`src/verilog/rtcc_cfg.svh`:
```
`ifndef RTCC_CFG_SVH
`define RTCC_CFG_SVH

// ============================================================
// register offsets
`define RTCC_OFS_SEC    4'h0
`define RTCC_OFS_MIN    4'h1
`define RTCC_OFS_HOUR   4'h2
`define RTCC_OFS_WDAY   4'h3
`define RTCC_OFS_MDAY   4'h4
`define RTCC_OFS_MONTH  4'h5
`define RTCC_OFS_YEAR   4'h6
`define RTCC_OFS_CTRL2  4'hf

// ============================================================
// writable field masks, other bits read zero
`define RTCC_MSK_SEC    8'h7f
`define RTCC_MSK_MIN    8'h7f
`define RTCC_MSK_HOUR   8'h3f
`define RTCC_MSK_WDAY   8'h07
`define RTCC_MSK_MDAY   8'h3f
`define RTCC_MSK_MONTH  8'h9f
`define RTCC_MSK_YEAR   8'hff

// ============================================================
// control register 2 bit positions
`define RTCC_B_PWRON    4
`define RTCC_B_PFLAG    2
`define RTCC_B_WFLAG    1
`define RTCC_B_DFLAG    0

// ============================================================
// counter limits and reset values
`define RTCC_BCD_59     8'h59
`define RTCC_BCD_23     8'h23
`define RTCC_BCD_12     8'h12
`define RTCC_BCD_11     8'h11
`define RTCC_BCD_99     8'h99
`define RTCC_BCD_01     8'h01
`define RTCC_BCD_00     8'h00
`define RTCC_WDAY_LAST  3'h6
`define RTCC_PM_BIT     5
`define RTCC_CENT_BIT   7

// ============================================================
// timing
`define RTCC_CLK_NS        10
`define RTCC_ALARM_DLY_NS  31000
`define RTCC_ALARM_DLY_CYC \
  ((`RTCC_ALARM_DLY_NS + `RTCC_CLK_NS - 1) / `RTCC_CLK_NS)
`define RTCC_OSC_PER_SEC   32768

`endif

```
`src/verilog/rtcc_pkg.sv`:
```
package rtcc_pkg;

  // ============================================================
  // time and calendar counters as one carrier
  typedef struct packed {
    logic [7:0] sec;
    logic [7:0] min;
    logic [7:0] hour;
    logic [2:0] wday;
    logic [7:0] mday;
    logic       century;
    logic [7:0] month;
    logic [7:0] year;
  } rtcc_time_t;

  // ============================================================
  // periodic interrupt output modes
  typedef enum logic [2:0] {
    RTCC_PS_OFF,
    RTCC_PS_LOW,
    RTCC_PS_2HZ,
    RTCC_PS_1HZ,
    RTCC_PS_SEC,
    RTCC_PS_MIN,
    RTCC_PS_HOUR,
    RTCC_PS_MONTH
  } rtcc_psel_t;

  // ============================================================
  // register port request
  typedef struct packed {
    logic       wr;
    logic       rd;
    logic [3:0] addr;
    logic [7:0] wdata;
  } rtcc_req_t;

endpackage

```
`src/verilog/rtcc_bcd_step.sv`:
```
`timescale 1ns/1ps
`default_nettype none

// ============================================================
// one bcd counter step with wrap from hi to lo
module rtcc_bcd_step (
  input  wire logic [7:0] cur,
  input  wire logic [7:0] lo,
  input  wire logic [7:0] hi,
  output logic      [7:0] nxt,
  output logic            wrap
);

  always_comb begin
    wrap = (cur == hi);
    if (wrap) begin
      nxt = lo;
    end else if (cur[3:0] == 4'h9) begin
      nxt = {cur[7:4] + 4'h1, 4'h0};
    end else begin
      nxt = {cur[7:4], cur[3:0] + 4'h1};
    end
  end

endmodule // rtcc_bcd_step

`default_nettype wire

```
`src/verilog/rtcc_core.sv`:
```
`include "rtcc_cfg.svh"
`timescale 1ns/1ps
`default_nettype none

module rtcc_core #(
  parameter int OSC_PER_SEC = `RTCC_OSC_PER_SEC
) (
  input  wire logic                 core_clk,
  input  wire logic                 rst_n,
  input  wire logic                 osc_clk,
  input  wire rtcc_pkg::rtcc_req_t  req,
  output logic               [7:0]  rdata,
  input  wire logic          [2:0]  periodic_select,
  input  wire logic                 mode_24h,
  input  wire logic                 weekly_alarm_enable,
  input  wire logic                 daily_alarm_enable,
  input  wire logic                 weekly_alarm_match,
  input  wire logic                 daily_alarm_match,
  input  wire logic                 power_on_flag,
  output logic                      irq_out_n
);
  import rtcc_pkg::*;

  localparam int DIV_W = $clog2(OSC_PER_SEC);
  localparam int DLY_W = 13;
  localparam logic [DLY_W-1:0] ALARM_DLY = DLY_W'(`RTCC_ALARM_DLY_CYC);
  localparam logic [DIV_W-1:0] DIV_LAST = DIV_W'(OSC_PER_SEC - 1);
  localparam logic [DIV_W-1:0] DIV_HALF = DIV_W'(OSC_PER_SEC / 2);
  localparam logic [DIV_W-1:0] DIV_QTR  = DIV_W'(OSC_PER_SEC / 4);

  // ============================================================
  // helpers
  function automatic logic is_leap(input logic [7:0] y);
    // tens*10 mod 4 is 2 when tens is odd
    if (y[4]) begin
      is_leap = (y[3:0] == 4'h2) || (y[3:0] == 4'h6);
    end else begin
      is_leap = (y[3:0] == 4'h0) || (y[3:0] == 4'h4) || (y[3:0] == 4'h8);
    end
  endfunction

  function automatic logic [7:0] last_day(input logic [7:0] mo,
                                          input logic [7:0] y);
    if (mo == 8'h02) begin
      last_day = is_leap(y) ? 8'h29 : 8'h28;
    end else if (mo == 8'h04 || mo == 8'h06 || mo == 8'h09 ||
                 mo == 8'h11) begin
      last_day = 8'h30;
    end else begin
      last_day = 8'h31;
    end
  endfunction

  function automatic logic wr_at(input rtcc_req_t r, input logic [3:0] a);
    wr_at = r.wr && (r.addr == a);
  endfunction

  // ============================================================
  // oscillator sampling and sub-second divider
  logic             osc_s1_q;
  logic             osc_s2_q;
  logic             osc_prev_q;
  logic [DIV_W-1:0] div_q;
  logic             osc_rise;
  logic             sec_tick;
  logic             sec_wr;

  always_ff @(posedge core_clk or negedge rst_n) begin
    if (!rst_n) begin
      osc_s1_q   <= 1'b0;
      osc_s2_q   <= 1'b0;
      osc_prev_q <= 1'b0;
    end else begin
      osc_s1_q   <= osc_clk;
      osc_s2_q   <= osc_s1_q;
      osc_prev_q <= osc_s2_q;
    end
  end

  assign osc_rise = osc_s2_q && !osc_prev_q;
  assign sec_wr   = wr_at(req, `RTCC_OFS_SEC);
  assign sec_tick = osc_rise && (div_q == DIV_LAST) && !sec_wr;

  always_ff @(posedge core_clk or negedge rst_n) begin
    if (!rst_n) begin
      div_q <= '0;
    end else if (sec_wr) begin
      div_q <= '0;
    end else if (osc_rise) begin
      div_q <= (div_q == DIV_LAST) ? '0 : div_q + DIV_W'(1);
    end
  end

  // ============================================================
  // time and calendar counters
  rtcc_time_t tm_q;
  logic [7:0] sec_n, min_n, mday_n, mon_n, year_n;
  logic       sec_w, min_w, mday_w, mon_w, year_w;
  logic [7:0] hour_n;
  logic       hour_w;
  logic       min_c, hour_c, day_c, mon_c, year_c;

  rtcc_bcd_step u_sec (
    .cur  (tm_q.sec),
    .lo   (`RTCC_BCD_00),
    .hi   (`RTCC_BCD_59),
    .nxt  (sec_n),
    .wrap (sec_w)
  );
  rtcc_bcd_step u_min (
    .cur  (tm_q.min),
    .lo   (`RTCC_BCD_00),
    .hi   (`RTCC_BCD_59),
    .nxt  (min_n),
    .wrap (min_w)
  );
  rtcc_bcd_step u_mday (
    .cur  (tm_q.mday),
    .lo   (`RTCC_BCD_01),
    .hi   (last_day(tm_q.month, tm_q.year)),
    .nxt  (mday_n),
    .wrap (mday_w)
  );
  rtcc_bcd_step u_mon (
    .cur  (tm_q.month),
    .lo   (`RTCC_BCD_01),
    .hi   (`RTCC_BCD_12),
    .nxt  (mon_n),
    .wrap (mon_w)
  );
  rtcc_bcd_step u_year (
    .cur  (tm_q.year),
    .lo   (`RTCC_BCD_00),
    .hi   (`RTCC_BCD_99),
    .nxt  (year_n),
    .wrap (year_w)
  );

  // hour step: 12-hour runs 12,01..11 then PM 32,21..31
  always_comb begin
    logic [7:0] h;
    h      = {3'b000, tm_q.hour[4:0]};
    hour_w = 1'b0;
    hour_n = tm_q.hour;
    if (mode_24h) begin
      hour_w = (tm_q.hour == `RTCC_BCD_23);
      hour_n = hour_w ? `RTCC_BCD_00 :
               (h[3:0] == 4'h9) ? {tm_q.hour[7:4] + 4'h1, 4'h0} :
               tm_q.hour + 8'h01;
    end else if (h == `RTCC_BCD_12) begin
      hour_n = {2'b00, tm_q.hour[`RTCC_PM_BIT], 5'h01};
    end else if (h == `RTCC_BCD_11) begin
      hour_w = tm_q.hour[`RTCC_PM_BIT];
      hour_n = {2'b00, !tm_q.hour[`RTCC_PM_BIT], 5'h12};
    end else if (h[3:0] == 4'h9) begin
      hour_n = {2'b00, tm_q.hour[`RTCC_PM_BIT], 5'h10};
    end else begin
      hour_n = tm_q.hour + 8'h01;
    end
  end

  assign min_c  = sec_tick && sec_w;
  assign hour_c = min_c && min_w;
  assign day_c  = hour_c && hour_w;
  assign mon_c  = day_c && mday_w;
  assign year_c = mon_c && mon_w;

  // writes take priority over a carry in the same cycle
  always_ff @(posedge core_clk or negedge rst_n) begin
    if (!rst_n) begin
      tm_q <= '0;
    end else begin
      if (sec_wr) begin
        tm_q.sec <= req.wdata & `RTCC_MSK_SEC;
      end else if (sec_tick) begin
        tm_q.sec <= sec_n;
      end
      if (wr_at(req, `RTCC_OFS_MIN)) begin
        tm_q.min <= req.wdata & `RTCC_MSK_MIN;
      end else if (min_c) begin
        tm_q.min <= min_n;
      end
      if (wr_at(req, `RTCC_OFS_HOUR)) begin
        tm_q.hour <= req.wdata & `RTCC_MSK_HOUR;
      end else if (hour_c) begin
        tm_q.hour <= hour_n;
      end
      if (wr_at(req, `RTCC_OFS_WDAY)) begin
        tm_q.wday <= req.wdata[2:0];
      end else if (day_c) begin
        tm_q.wday <= (tm_q.wday == `RTCC_WDAY_LAST) ? 3'h0 :
                     tm_q.wday + 3'h1;
      end
      if (wr_at(req, `RTCC_OFS_MDAY)) begin
        tm_q.mday <= req.wdata & `RTCC_MSK_MDAY;
      end else if (day_c) begin
        tm_q.mday <= mday_n;
      end
      if (wr_at(req, `RTCC_OFS_MONTH)) begin
        tm_q.month   <= {3'b000, req.wdata[4:0]};
        tm_q.century <= req.wdata[`RTCC_CENT_BIT];
      end else if (mon_c) begin
        tm_q.month <= mon_n;
      end
      if (year_c && !wr_at(req, `RTCC_OFS_MONTH)) begin
        tm_q.century <= !tm_q.century;
      end
      if (wr_at(req, `RTCC_OFS_YEAR)) begin
        tm_q.year <= req.wdata;
      end else if (mon_c && mon_w) begin
        tm_q.year <= year_n;
      end
    end
  end

  // ============================================================
  // periodic interrupt
  rtcc_psel_t psel;
  logic       period_evt;
  logic       level_q;
  logic       periodic_low;
  logic       ctrl2_wr;

  assign psel     = rtcc_psel_t'(periodic_select);
  assign ctrl2_wr = wr_at(req, `RTCC_OFS_CTRL2);

  always_comb begin
    case (psel)
      RTCC_PS_SEC:   period_evt = sec_tick;
      RTCC_PS_MIN:   period_evt = min_c;
      RTCC_PS_HOUR:  period_evt = hour_c;
      RTCC_PS_MONTH: period_evt = mon_c;
      default:       period_evt = 1'b0;
    endcase
  end

  // an event in the clearing cycle survives the clear
  always_ff @(posedge core_clk or negedge rst_n) begin
    if (!rst_n) begin
      level_q <= 1'b0;
    end else if (power_on_flag || !psel[2]) begin
      level_q <= 1'b0;
    end else if (period_evt) begin
      level_q <= 1'b1;
    end else if (ctrl2_wr && !req.wdata[`RTCC_B_PFLAG]) begin
      level_q <= 1'b0;
    end
  end

  always_comb begin
    case (psel)
      RTCC_PS_LOW: periodic_low = !power_on_flag;
      RTCC_PS_2HZ: periodic_low = !power_on_flag &&
                                  ((div_q < DIV_QTR) ||
                                   (div_q >= DIV_HALF &&
                                    div_q < DIV_HALF + DIV_QTR));
      RTCC_PS_1HZ: periodic_low = !power_on_flag && (div_q < DIV_HALF);
      RTCC_PS_OFF: periodic_low = 1'b0;
      default:     periodic_low = level_q;
    endcase
  end

  // ============================================================
  // alarm flags, set after the match settle delay
  logic             wk_flag_q, dy_flag_q;
  logic             wmatch_q, dmatch_q;
  logic [DLY_W-1:0] wcnt_q, dcnt_q;
  logic             wk_flag_vis, dy_flag_vis;
  logic             w_set, d_set;

  assign w_set = (wcnt_q == DLY_W'(1));
  assign d_set = (dcnt_q == DLY_W'(1));

  always_ff @(posedge core_clk or negedge rst_n) begin
    if (!rst_n) begin
      wmatch_q <= 1'b0;
      dmatch_q <= 1'b0;
      wcnt_q   <= '0;
      dcnt_q   <= '0;
    end else begin
      wmatch_q <= weekly_alarm_match;
      dmatch_q <= daily_alarm_match;
      if (!weekly_alarm_enable) begin
        wcnt_q <= '0;
      end else if (weekly_alarm_match && !wmatch_q) begin
        wcnt_q <= ALARM_DLY;
      end else if (wcnt_q != '0) begin
        wcnt_q <= wcnt_q - DLY_W'(1);
      end
      if (!daily_alarm_enable) begin
        dcnt_q <= '0;
      end else if (daily_alarm_match && !dmatch_q) begin
        dcnt_q <= ALARM_DLY;
      end else if (dcnt_q != '0) begin
        dcnt_q <= dcnt_q - DLY_W'(1);
      end
    end
  end

  always_ff @(posedge core_clk or negedge rst_n) begin
    if (!rst_n) begin
      wk_flag_q <= 1'b0;
      dy_flag_q <= 1'b0;
    end else if (power_on_flag) begin
      wk_flag_q <= 1'b0;
      dy_flag_q <= 1'b0;
    end else begin
      if (w_set) begin
        wk_flag_q <= 1'b1;
      end else if (ctrl2_wr && !req.wdata[`RTCC_B_WFLAG]) begin
        wk_flag_q <= 1'b0;
      end
      if (d_set) begin
        dy_flag_q <= 1'b1;
      end else if (ctrl2_wr && !req.wdata[`RTCC_B_DFLAG]) begin
        dy_flag_q <= 1'b0;
      end
    end
  end

  assign wk_flag_vis = wk_flag_q && weekly_alarm_enable;
  assign dy_flag_vis = dy_flag_q && daily_alarm_enable;

  // pin built from the same terms the flags read back
  assign irq_out_n = !(periodic_low || wk_flag_vis || dy_flag_vis);

  // ============================================================
  // register read port, one cycle latency
  always_ff @(posedge core_clk or negedge rst_n) begin
    if (!rst_n) begin
      rdata <= '0;
    end else if (req.rd) begin
      if (req.addr == `RTCC_OFS_SEC) begin
        rdata <= tm_q.sec;
      end else if (req.addr == `RTCC_OFS_MIN) begin
        rdata <= tm_q.min;
      end else if (req.addr == `RTCC_OFS_HOUR) begin
        rdata <= tm_q.hour;
      end else if (req.addr == `RTCC_OFS_WDAY) begin
        rdata <= {5'b00000, tm_q.wday};
      end else if (req.addr == `RTCC_OFS_MDAY) begin
        rdata <= tm_q.mday;
      end else if (req.addr == `RTCC_OFS_MONTH) begin
        rdata <= {tm_q.century, 2'b00, tm_q.month[4:0]};
      end else if (req.addr == `RTCC_OFS_YEAR) begin
        rdata <= tm_q.year;
      end else if (req.addr == `RTCC_OFS_CTRL2) begin
        rdata <= {3'b000, power_on_flag, 1'b0, periodic_low,
                  wk_flag_vis, dy_flag_vis};
      end else begin
        rdata <= 8'h00;
      end
    end
  end
endmodule // rtcc_core

`default_nettype wire

```
`config.mk`:
```
export PLATFORM = sky130hd
export DESIGN_NAME = rtcc_core
export DESIGN_NICKNAME = d
export VERILOG_FILES = /design/src/verilog/rtcc_pkg.sv /design/src/verilog/rtcc_bcd_step.sv /design/src/verilog/rtcc_core.sv
export VERILOG_INCLUDE_DIRS = /design/src /design/src/verilog
export SDC_FILE = /design/constraint.sdc
export NUM_CORES = 1
export LEC_CHECK = 0
export ABC_AREA = 1
export BUFFER_PORTS_ARGS = -buffer_cell sky130_fd_sc_hd__buf_2
export CORE_MARGIN = 3
export CORE_UTILIZATION = 30
export CTS_CLUSTER_SIZE = 16
export DETAILED_ROUTE_END_ITERATION = 8
export GPL_ROUTABILITY_DRIVEN = 0
export PLACE_DENSITY = 0.55
export SYNTH_ARGS = -nofsm -noshare
export SYNTH_HDL_FRONTEND = slang
export SYNTH_SLANG_ARGS = --single-unit
```
`constraint.sdc`:
```
create_clock -name core_clk -period 2.4 [get_ports core_clk]
set_clock_uncertainty 0.2 [all_clocks]
set_input_delay 0.48 -clock core_clk [delete_from_list [all_inputs] [get_ports core_clk]]
set_output_delay 0.48 -clock core_clk [all_outputs]
set_load 0.01 [all_outputs]
```
==> results.md, run 1 <==
* Mapped Area at 6920 sq um
* Post-DRT Antenna Nets at 0
* Reg2reg start: div_q[1]
* R2R cell count at 12
* Sequential share of the synthesized area at 39.4%
* Setup TNS at 0 ns
* Flop pwr share at 42.3%
* Max-slew violations at 0
* Detailed route wirelength on metal3 at 994 microns
* Worst R2R Setup Slack at 0.09 ns
* Required @ worst endpoint at 2.46 ns
* Place WS at -0.0362 ns
* Fin nets at 1,092
* Reg-to-reg endpoint: tm_q[14]
* Lkg Pwr at 0.00411 uW
* Clock Tree Buf Depth at 2
* Initial antenna violation count at 0
* Commonest non-fill, non-tap cell in the layout: nand2_1
* Worst Setup EP: tm_q[14]
* Starting Density at 31.1%
* Worst Setup End Kind: flip-flop
* GR Util All Layers at 16.1%
* Vias in the first global route at 6,130
* Area of placed instances at 7740 sq um
* # DRC at 0
* PD cells at 737 nW/um^2
* Die width at 158 microns
* Fillers at 2,313
* GR Overflow Total at 0
* Share of layout cells above drive strength 1 at 14.5%
* CTS clk-pin slew, worst paths at 0.08 ns
* Worst-path fanout max at 8
* Combinational share of power at 30.5%
* Vias per cell at 4.97
* Largest net degree at the start of global routing at 37
* Sw Ratio at 38.3%
* Wl on met1 at 9230 microns
* Fin worst setup slack at 0.0900 ns
* Die ar. at 24,900 sq um
* Worst slew margin at 71.9%
* Core box area at 22,200 sq um
* H-tree levels at 3
* Area of the multi-input gates at 3680 sq um
* CTS buffer count at 9
* Worst-Margin Slew at 0.410 ns
* Register bit total from synthesis at 109
* IO Port Bufs at 34
* Post-synthesis net count at 1,000
* Int Pwr at 3740 uW
* HP Class: input port to flip-flop
* Tmin final at 2.31 ns
* Hold Slack at 0.0291 ns
* Die height at 158 microns
* Part of the power in the clock network at 27.2%
* Synthesized area per cell at 7.26 sq um
* Worst vdd rail ir drop at 0.375 mV
* Fmax at 0.433 GHz
* Crit path DAT at 2.37 ns
* DRT Pass-1 Iters at 7
* Commonest non-fill, non-tap cells in the layout: nand2_1 (225), inv_1 (139), dfrtp_1 (107)
* Drt wl/cell at 14.9 microns
* Setup violations, final at 0
* Metal2 WL at 9080 microns
* First-pass GRT wire length at 31,800 microns
* HPWL Detailed at 15,100 microns
* DRT iter0 DRCs at 487
* Sw power at 2320 uW
* # Max-Cap Violations at 0
* Num ports at 35
* CTS root buffer: clkbuf_16
* Max layer used: met4
* Routed WL at 19,800 microns
* CTS sink cnt at 109
* Post-route cell area at 8230 sq um
* Period Utilization, post-route at 96.3%
* Yosys cell types at 50
* Diode count at 0
* Status: finished clean
* Vias at 6,609
* Worst-Skew Late Latency at 0.36 ns
* Syn Inst Count at 953
* Final Util at 37.0%
* CTS tree: done
* Setup CP Type: flip-flop to flip-flop
* Final Hold Viols at 0
* Rows at 54
* Startpoint Class: flip-flop
* Storage element area at 2730 sq um
* Critical path launch point: div_q[1]
* Area grow syn2layout at 19.0%
* Ys Warns at 0
-- layout make-up --
type,instances,area share [%]
clock inverters,7,1.32
repair buffers,86,7.02
inverters,149,6.81
flip-flops and latches,109,33.2
well taps,280,4.26
clock buffers,9,2.74
multi-input cells,690,44.7
-- cell families after synthesis --
| logic type | Yosys count | synth area share, % |
|---|---|---|
| AOI/OAI and AO/OA | 190 | 16.4 |
| xor gates and xnor gates | 19 | 2.41 |
| buffers and inverters | 155 | 8.61 |
| and+or+nand+nor | 459 | 29.4 |
| DFF | 109 | 39.4 |
| adders and majority gates | 21 | 3.80 |
-- worst min-delay path by stage --
stage | startpoint | endpoint | slack (ns) | cells past startpoint
floorplan | rst_n | dcnt_q[0] | -0.02 | 0
global placement | osc_s1_q | osc_s2_q | 0.13 | 0
detailed placement | osc_s1_q | osc_s2_q | 0.13 | 0
finish | osc_clk | osc_s1_q | 0.03 | 1
global route | daily_alarm_match | dmatch_q | 0.01 | 1
CTS | daily_alarm_match | dmatch_q | 0.01 | 1
-- timing repair --
item                                    CTS  global route
gates cloned                              0             1
buffers inserted                          0             8
endpoints found under the setup margin    1            29
hold buffers                              1             0
endpoints found under the hold margin    20             0
resized for setup                         1            17
pin swaps                                 0            10
-- cell usage after synthesis, drive strengths merged --
library cell  count  area [sq um]
o21ai            87           473
a22oi             2          15.0
o221ai            9          78.8
a21o              1          7.51
nor4b             1          8.76
nor3             17          95.1
o21bai            1          7.51
a21boi            1          7.51
nor2            111           458
o2111ai           2          17.5
nand3            71           390
nor3b             3          22.5
a2111oi           1          8.76
ha               21           263
o211ai            5          37.5
or2               3          18.8
o22ai            14          87.6
nand3b            2          15.0
a32o              1          10.0
a211oi            6          45.0
buf               6          35.0
a21oi            43           219
nand2           236           928
a32oi             1          8.76
inv             146           548
a31oi            10          62.6
clkinv            3          12.5
o31ai             2          15.0
xnor2             7          61.3
xor2             12           105
o311ai            1          8.76
o21a              3          22.5
dfrtp           109          2730
nand4            15          93.8
-- metrics by stage --
step	instances	total power, uW
2_1_floorplan	953	3780
5_1_grt	1330	6520
3_5_place_dp	1304	4360
3_3_place_gp	1304	4350
4_1_cts	1321	6050
6_report	1330	6070
-- critical path: stages, from the launching register on --
cell,delay [ns]
dfrtp_1,0.43
ha_4,0.19
nand2_4,0.07
nor2_4,0.11
nand3_2,0.14
nor2_4,0.19
nand3_4,0.12
nor2_8,0.16
nand2_8,0.09
o21ai_4,0.23
nand2_4,0.13
nand2_1,0.10
o21ai_2,0.05
-- power by group through the flow --
stage | registers [uW] | clock network [uW] | logic [uW]
after CTS | 2540 | 1710 | 1800
after detailed placement | 2570 | 0 | 1780
after floorplan | 2490 | 0 | 1290
final | 2560 | 1650 | 1850
after global routing | 2620 | 1770 | 2130
after global placement | 2580 | 0 | 1780
-- registers in the layout, indices dropped and copies added, names as in the netlist --
name,count
tm_q,52
div_q,15
dcnt_q,13
wcnt_q,13
rdata,8
dmatch_q,1
dy_flag_q,1
level_q,1
osc_prev_q,1
osc_s1_q,1
osc_s2_q,1
wk_flag_q,1
wmatch_q,1
-- per-layer routing --
layer  vias up  GRT usage, %
met5         -             0
met4         0          5.54
met3        36          3.12
met2       174          25.6
met1      3080          22.0
li1       3319             -
Power figures use the tool's default switching activity.
==> run 2: changes to the inputs <==
- REMOVE_ABC_BUFFERS: default -> 1
==> run 2 against run 1 <==
Non-clock buffer count down 7; cell count fell by 0.60%; clock power fell by 4%; clock-buffer cell count increased by 1; fmax increased by 2.8%; global-route usage shrank 0.64 points; power down 2.3%; wire length is 4.9% lower; sequential power barely moved; final area shrank 1.1%; setup slack gained 0.063 ns; sequential share of layout area grew 0.33 points; critical endpoint is now tm_q[11]; largest power group unchanged.
==> results.md, run 2 (synthesis gave the netlist of run 1 again) <==
* Clock Tree Buf Depth at 2
* Die ar. at 24,900 sq um
* Sw power at 2200 uW
* Place WS at -0.0834 ns
* Sw Ratio at 37.2%
* Int Pwr at 3720 uW
* Fin worst setup slack at 0.153 ns
* Lkg Pwr at 0.00406 uW
* Diode count at 0
* PD cells at 728 nW/um^2
* Vias at 6,475
* Max-slew violations at 0
* Post-DRT Antenna Nets at 0
* CTS root buffer: clkbuf_16
* Status: finished clean
* Final Util at 36.6%
* Part of the power in the clock network at 26.8%
* Core box area at 22,200 sq um
* Vias in the first global route at 6,111
* Setup violations, final at 0
* First-pass GRT wire length at 31,000 microns
* CP max stage delay at 0.38 ns
* Crit path cell chain: ha_2 > nand2_2 > nor2_2 > nand3_2 > nor2_4 > nand3_4 > nor2_8 > nand2_4 > nor2_2 > nor2_1 > nand2_1 > nand3_1
* Critical-path top delay cell: dfrtp_1
* Startpoint Class: flip-flop
* CTS tree: done
* # DRC at 0
* Rows at 54
* Area grow syn2layout at 17.7%
* Die width at 158 microns
* Pwr Total at 5930 uW
* Drt wl/cell at 14.2 microns
* CTS sink cnt at 109
* Period Utilization, post-route at 93.6%
* Initial antenna violation count at 0
* Setup CP Type: flip-flop to flip-flop
* HP Class: input port to flip-flop
* Reg with most FFs: tm_q
* Required @ worst endpoint at 2.44 ns
* Storage element area at 2730 sq um
* Combinational share of power at 30.1%
* Worst R2R Setup Slack at 0.15 ns
* Worst-path fanout max at 5
* H-tree levels at 3
* Num ports at 35
* Post-route cell area at 8140 sq um
* Final Hold Viols at 0
* Worst vdd rail ir drop at 0.358 mV
* CTS buffer count at 9
* Largest net degree at the start of global routing at 39
* Worst Setup End Kind: flip-flop
* Commonest non-fill, non-tap cell in the layout: nand2_1
* Flop pwr share at 43.1%
* Worst slew margin at 69.3%
* IO Port Bufs at 34
* Vias per cell at 4.90
* Fillers at 2,339
* Crit path DAT at 2.28 ns
* Worst-Margin Slew at 0.459 ns
* GR Util All Layers at 15.5%
* CTS clk-pin slew, worst paths at 0.08 ns
* Worst-Skew Late Latency at 0.36 ns
* # Max-Cap Violations at 0
* Regs by FF count: tm_q x52, div_q x15
* HPWL Detailed at 14,500 microns
* GR Overflow Total at 0
* DRT Pass-1 Iters at 5
* Worst path most repeated cell: nor2_2
* Largest register FFs at 52
* Commonest non-fill, non-tap cells in the layout: nand2_1 (226), inv_1 (139), dfrtp_1 (109)
* Area of the multi-input gates at 3630 sq um
* Fin nets at 1,084
* Routed WL at 18,800 microns
* Fmax at 0.445 GHz
* DRT iter0 DRCs at 469
* Tmin final at 2.25 ns
* Die height at 158 microns
* Share of layout cells above drive strength 1 at 13.6%
* Starting Density at 31.1%
* Area of placed instances at 7710 sq um
-- run 2: repair_timing --
action	4_1_cts	5_1_grt
gates resized for setup	1	12
hold buffers	1	1
hold endpoints to repair	21	1
setup endpoints to repair	3	32
pin swaps	0	5
buffers inserted	0	6
gates cloned	0	0
-- run 2: per-stage QoR --
| step | TNS, ns | hold WS (ns) | instances |
|---|---|---|---|
| after floorplan | 0 | -0.0156 | 947 |
| after global placement | -0.00918 | 0.138 | 1298 |
| after detailed placement | -0.373 | 0.141 | 1298 |
| after CTS | 0 | 0.00781 | 1315 |
| after global routing | -0.0333 | 0.0165 | 1322 |
| final | 0 | 0.0373 | 1322 |
-- run 2: final timing paths --
| kind | endpoint | startpoint | depth (start not counted) |
|---|---|---|---|
| min reg2reg | osc_s2_q | osc_s1_q | 0 |
| max reg2reg | tm_q[11] | div_q[0] | 12 |
| min | wmatch_q | weekly_alarm_match | 1 |
| max in group asynchronous | wcnt_q[6] | rst_n | 3 |
| min in group asynchronous | dcnt_q[4] | rst_n | 2 |
| max | tm_q[11] | div_q[0] | 12 |
-- run 2: area by class of cell --
class,count,share of cell area [%]
multi-input cells,689,44.6
flip-flops and latches,109,33.5
inverters,149,6.88
repair buffers,79,6.79
well taps,280,4.30
clock buffers,10,2.94
clock inverters,6,0.937
-- run 2: metal layers --
layer	up-vias	track usage [%]	part of all wire [%]
met5	-	0	0
met4	0	3.68	1.5
met3	19	3.88	5.2
met2	137	24.3	45
met1	3019	21.5	48
li1	3300	-	-
-- run 2: power by group through the flow --
stage	Combinational, uW	Clock (uW)	Sequential [uW]
floorplan	1280	0	2490
global placement	1760	0	2580
detailed placement	1750	0	2590
CTS	1770	1660	2550
global route	2070	1730	2610
finish	1780	1590	2560
-- run 2: worst max-delay path: cells and delay by family (launching register included) --
kind	cells	cell delay (ns)
adder cells (fa/ha/maj)	1	0.19
flip-flops	1	0.38
AND/OR/NAND/NOR	11	1.35
==> run 3: changes to the inputs <==
- CORE_ASPECT_RATIO: default -> 1.25
==> run 3 against run 2 <==
Non-clock buffer count up 7; critical path depth up 2; via count up 0.54%; sequential power about the same; cell count up 0.76%; fmax down 0.15%; sequential cell count unchanged; global-route usage up 0.71 points; setup slack worse by 0.0034 ns; final area up 1.0%; critical path type unchanged; highest routed layer is now met5.
==> results.md, run 3 (synthesis gave the netlist of run 1 again) <==
* Status: finished clean
* Critical path launch point: div_q[0]
* Fin worst setup slack at 0.149 ns
* CTS sink cnt at 109
* GR Util All Layers at 16.2%
* Diode count at 0
* Reg-to-reg endpoint: tm_q[5]
* Crit path DAT at 2.30 ns
* CTS tree: done
* Vias in the first global route at 6,415
* Setup CP Type: flip-flop to flip-flop
* H-tree levels at 3
* Commonest non-fill, non-tap cell in the layout: nand2_1
* Final Util at 36.7%
* Lkg Pwr at 0.00409 uW
* Starting Density at 30.8%
* Drt wl/cell at 14.6 microns
* Worst slew margin at 64.7%
* Initial antenna violation count at 2
* Max-slew violations at 0
* Vias per cell at 4.89
* Post-DRT Antenna Nets at 0
* Vias at 6,510
* R2R cell count at 14
* Fin nets at 1,092
* PD cells at 742 nW/um^2
* HPWL Detailed at 15,100 microns
* Area grow syn2layout at 19.0%
* Worst Setup EP: tm_q[5]
* Worst R2R Setup Slack at 0.15 ns
* Reg2reg start: div_q[0]
* CTS buffer count at 9
* CTS root buffer: clkbuf_16
* Num ports at 35
* Worst-Margin Slew at 0.529 ns
* First-pass GRT wire length at 32,300 microns
* IO Port Bufs at 34
* Period Utilization, post-route at 93.8%
* Regs by FF count: tm_q x52, div_q x15
* DRT Pass-1 Iters at 5
* Required @ worst endpoint at 2.45 ns
* Largest register FFs at 52
* Worst hold start: osc_clk
* Final Hold Viols at 0
* Worst-path fanout max at 7
* GR Overflow Total at 0
* Pwr Total at 6110 uW
* # DRC at 0
* Core box area at 22,400 sq um
* Place WS at -0.0588 ns
* Commonest non-fill, non-tap cells in the layout: nand2_1 (226), inv_1 (139), dfrtp_1 (107)
* DRT iter0 DRCs at 468
* Fillers at 2,415
* Startpoint Class: flip-flop
* Reg with most FFs: tm_q
* Routed WL at 19,500 microns
* HP Class: input port to flip-flop
* Worst Setup End Kind: flip-flop
* Die width at 142 microns
* Fmax at 0.444 GHz
* Clock Tree Buf Depth at 2
* # Max-Cap Violations at 0
* Post-Place Cells at 1,313
* Tmin final at 2.25 ns
* Worst vdd rail ir drop at 0.317 mV
* Worst-Skew Late Latency at 0.36 ns
* CTS clk-pin slew, worst paths at 0.07 ns
* Die ar. at 24,900 sq um
* Setup violations, final at 0
* Die height at 176 microns
* Largest net degree at the start of global routing at 49
* Rows at 61
* Post-Layout Cell Count at 1,332
* Share of layout cells above drive strength 1 at 14.2%
[run 3: cell types whose count changed in the layout (fill, tap and decap cells not counted), sizes merged]
cell         before  now
buf              77   85
nand2           236  237
dlygate4sd3       2    1
clkbuf           10   11
clkinvlp          2    1
bufinv            1    3
inv             149  146
[run 3: worst min-delay path by stage]
stage / endpoint / cells past startpoint / slack [ns]
2_1_floorplan: dcnt_q[0] / 0 / -0.02
3_3_place_gp: osc_s2_q / 0 / 0.14
3_5_place_dp: osc_s2_q / 0 / 0.14
4_1_cts: osc_s1_q / 1 / 0.02
5_1_grt: osc_s1_q / 1 / 0.02
6_report: osc_s1_q / 1 / 0.03
[run 3: where the power goes]
group | total (uW) | switching (uW) | internal [uW]
Clock | 1710 | 697 | 1020
Sequential | 2540 | 352 | 2190
Combinational | 1850 | 1140 | 709
[run 3: per-layer routing]
| layer | GRT usage [%] | part of all wire, % |
|---|---|---|
| met3 | 2.83 | 3.9 |
| met5 | 0 | 0.14 |
| met2 | 28.2 | 50 |
| met1 | 20.5 | 44 |
| met4 | 4.52 | 1.8 |
[run 3: timing repair]
action | in CTS | in global routing
buffers inserted | 0 | 2
gates resized for setup | 0 | 16
hold buffers | 1 | 0
setup endpoints to repair | 0 | 25
hold endpoints to repair | 25 | 0
[run 3: area by class of cell]
type | count | area (sq um) | share of cell area, %
Clock buffer | 11 | 233 | 2.83
Timing Repair Buffer | 86 | 591 | 7.18
Multi-Input combinational cell | 690 | 3660 | 44.5
Tap cell | 283 | 354 | 4.30
Clock inverter | 4 | 97.6 | 1.19
Inverter | 149 | 561 | 6.81
Sequential cell | 109 | 2730 | 33.2
[run 3: through the flow]
stage / area [sq um] / hold WS [ns] / TNS, ns
2_1_floorplan: 6880 / -0.0156 / 0
3_3_place_gp: 7800 / 0.136 / -0.0202
3_5_place_dp: 7800 / 0.138 / -0.303
4_1_cts: 8140 / 0.0170 / 0
5_1_grt: 8230 / 0.0170 / -0.0501
6_report: 8230 / 0.0314 / 0
[run 3: worst max-delay path: stages (launching register included)]
cell and delay (ns):
dfrtp_1 0.39, ha_2 0.20, nand2_2 0.08, nor2_4 0.13
nand3_4 0.10, nor2_4 0.18, nand3_4 0.12, nor2_8 0.14
nand2_8 0.08, clkinv_2 0.06, nand3_4 0.12, nand2_8 0.12
nand2_2 0.09, nand2_1 0.06, nand2_1 0.04
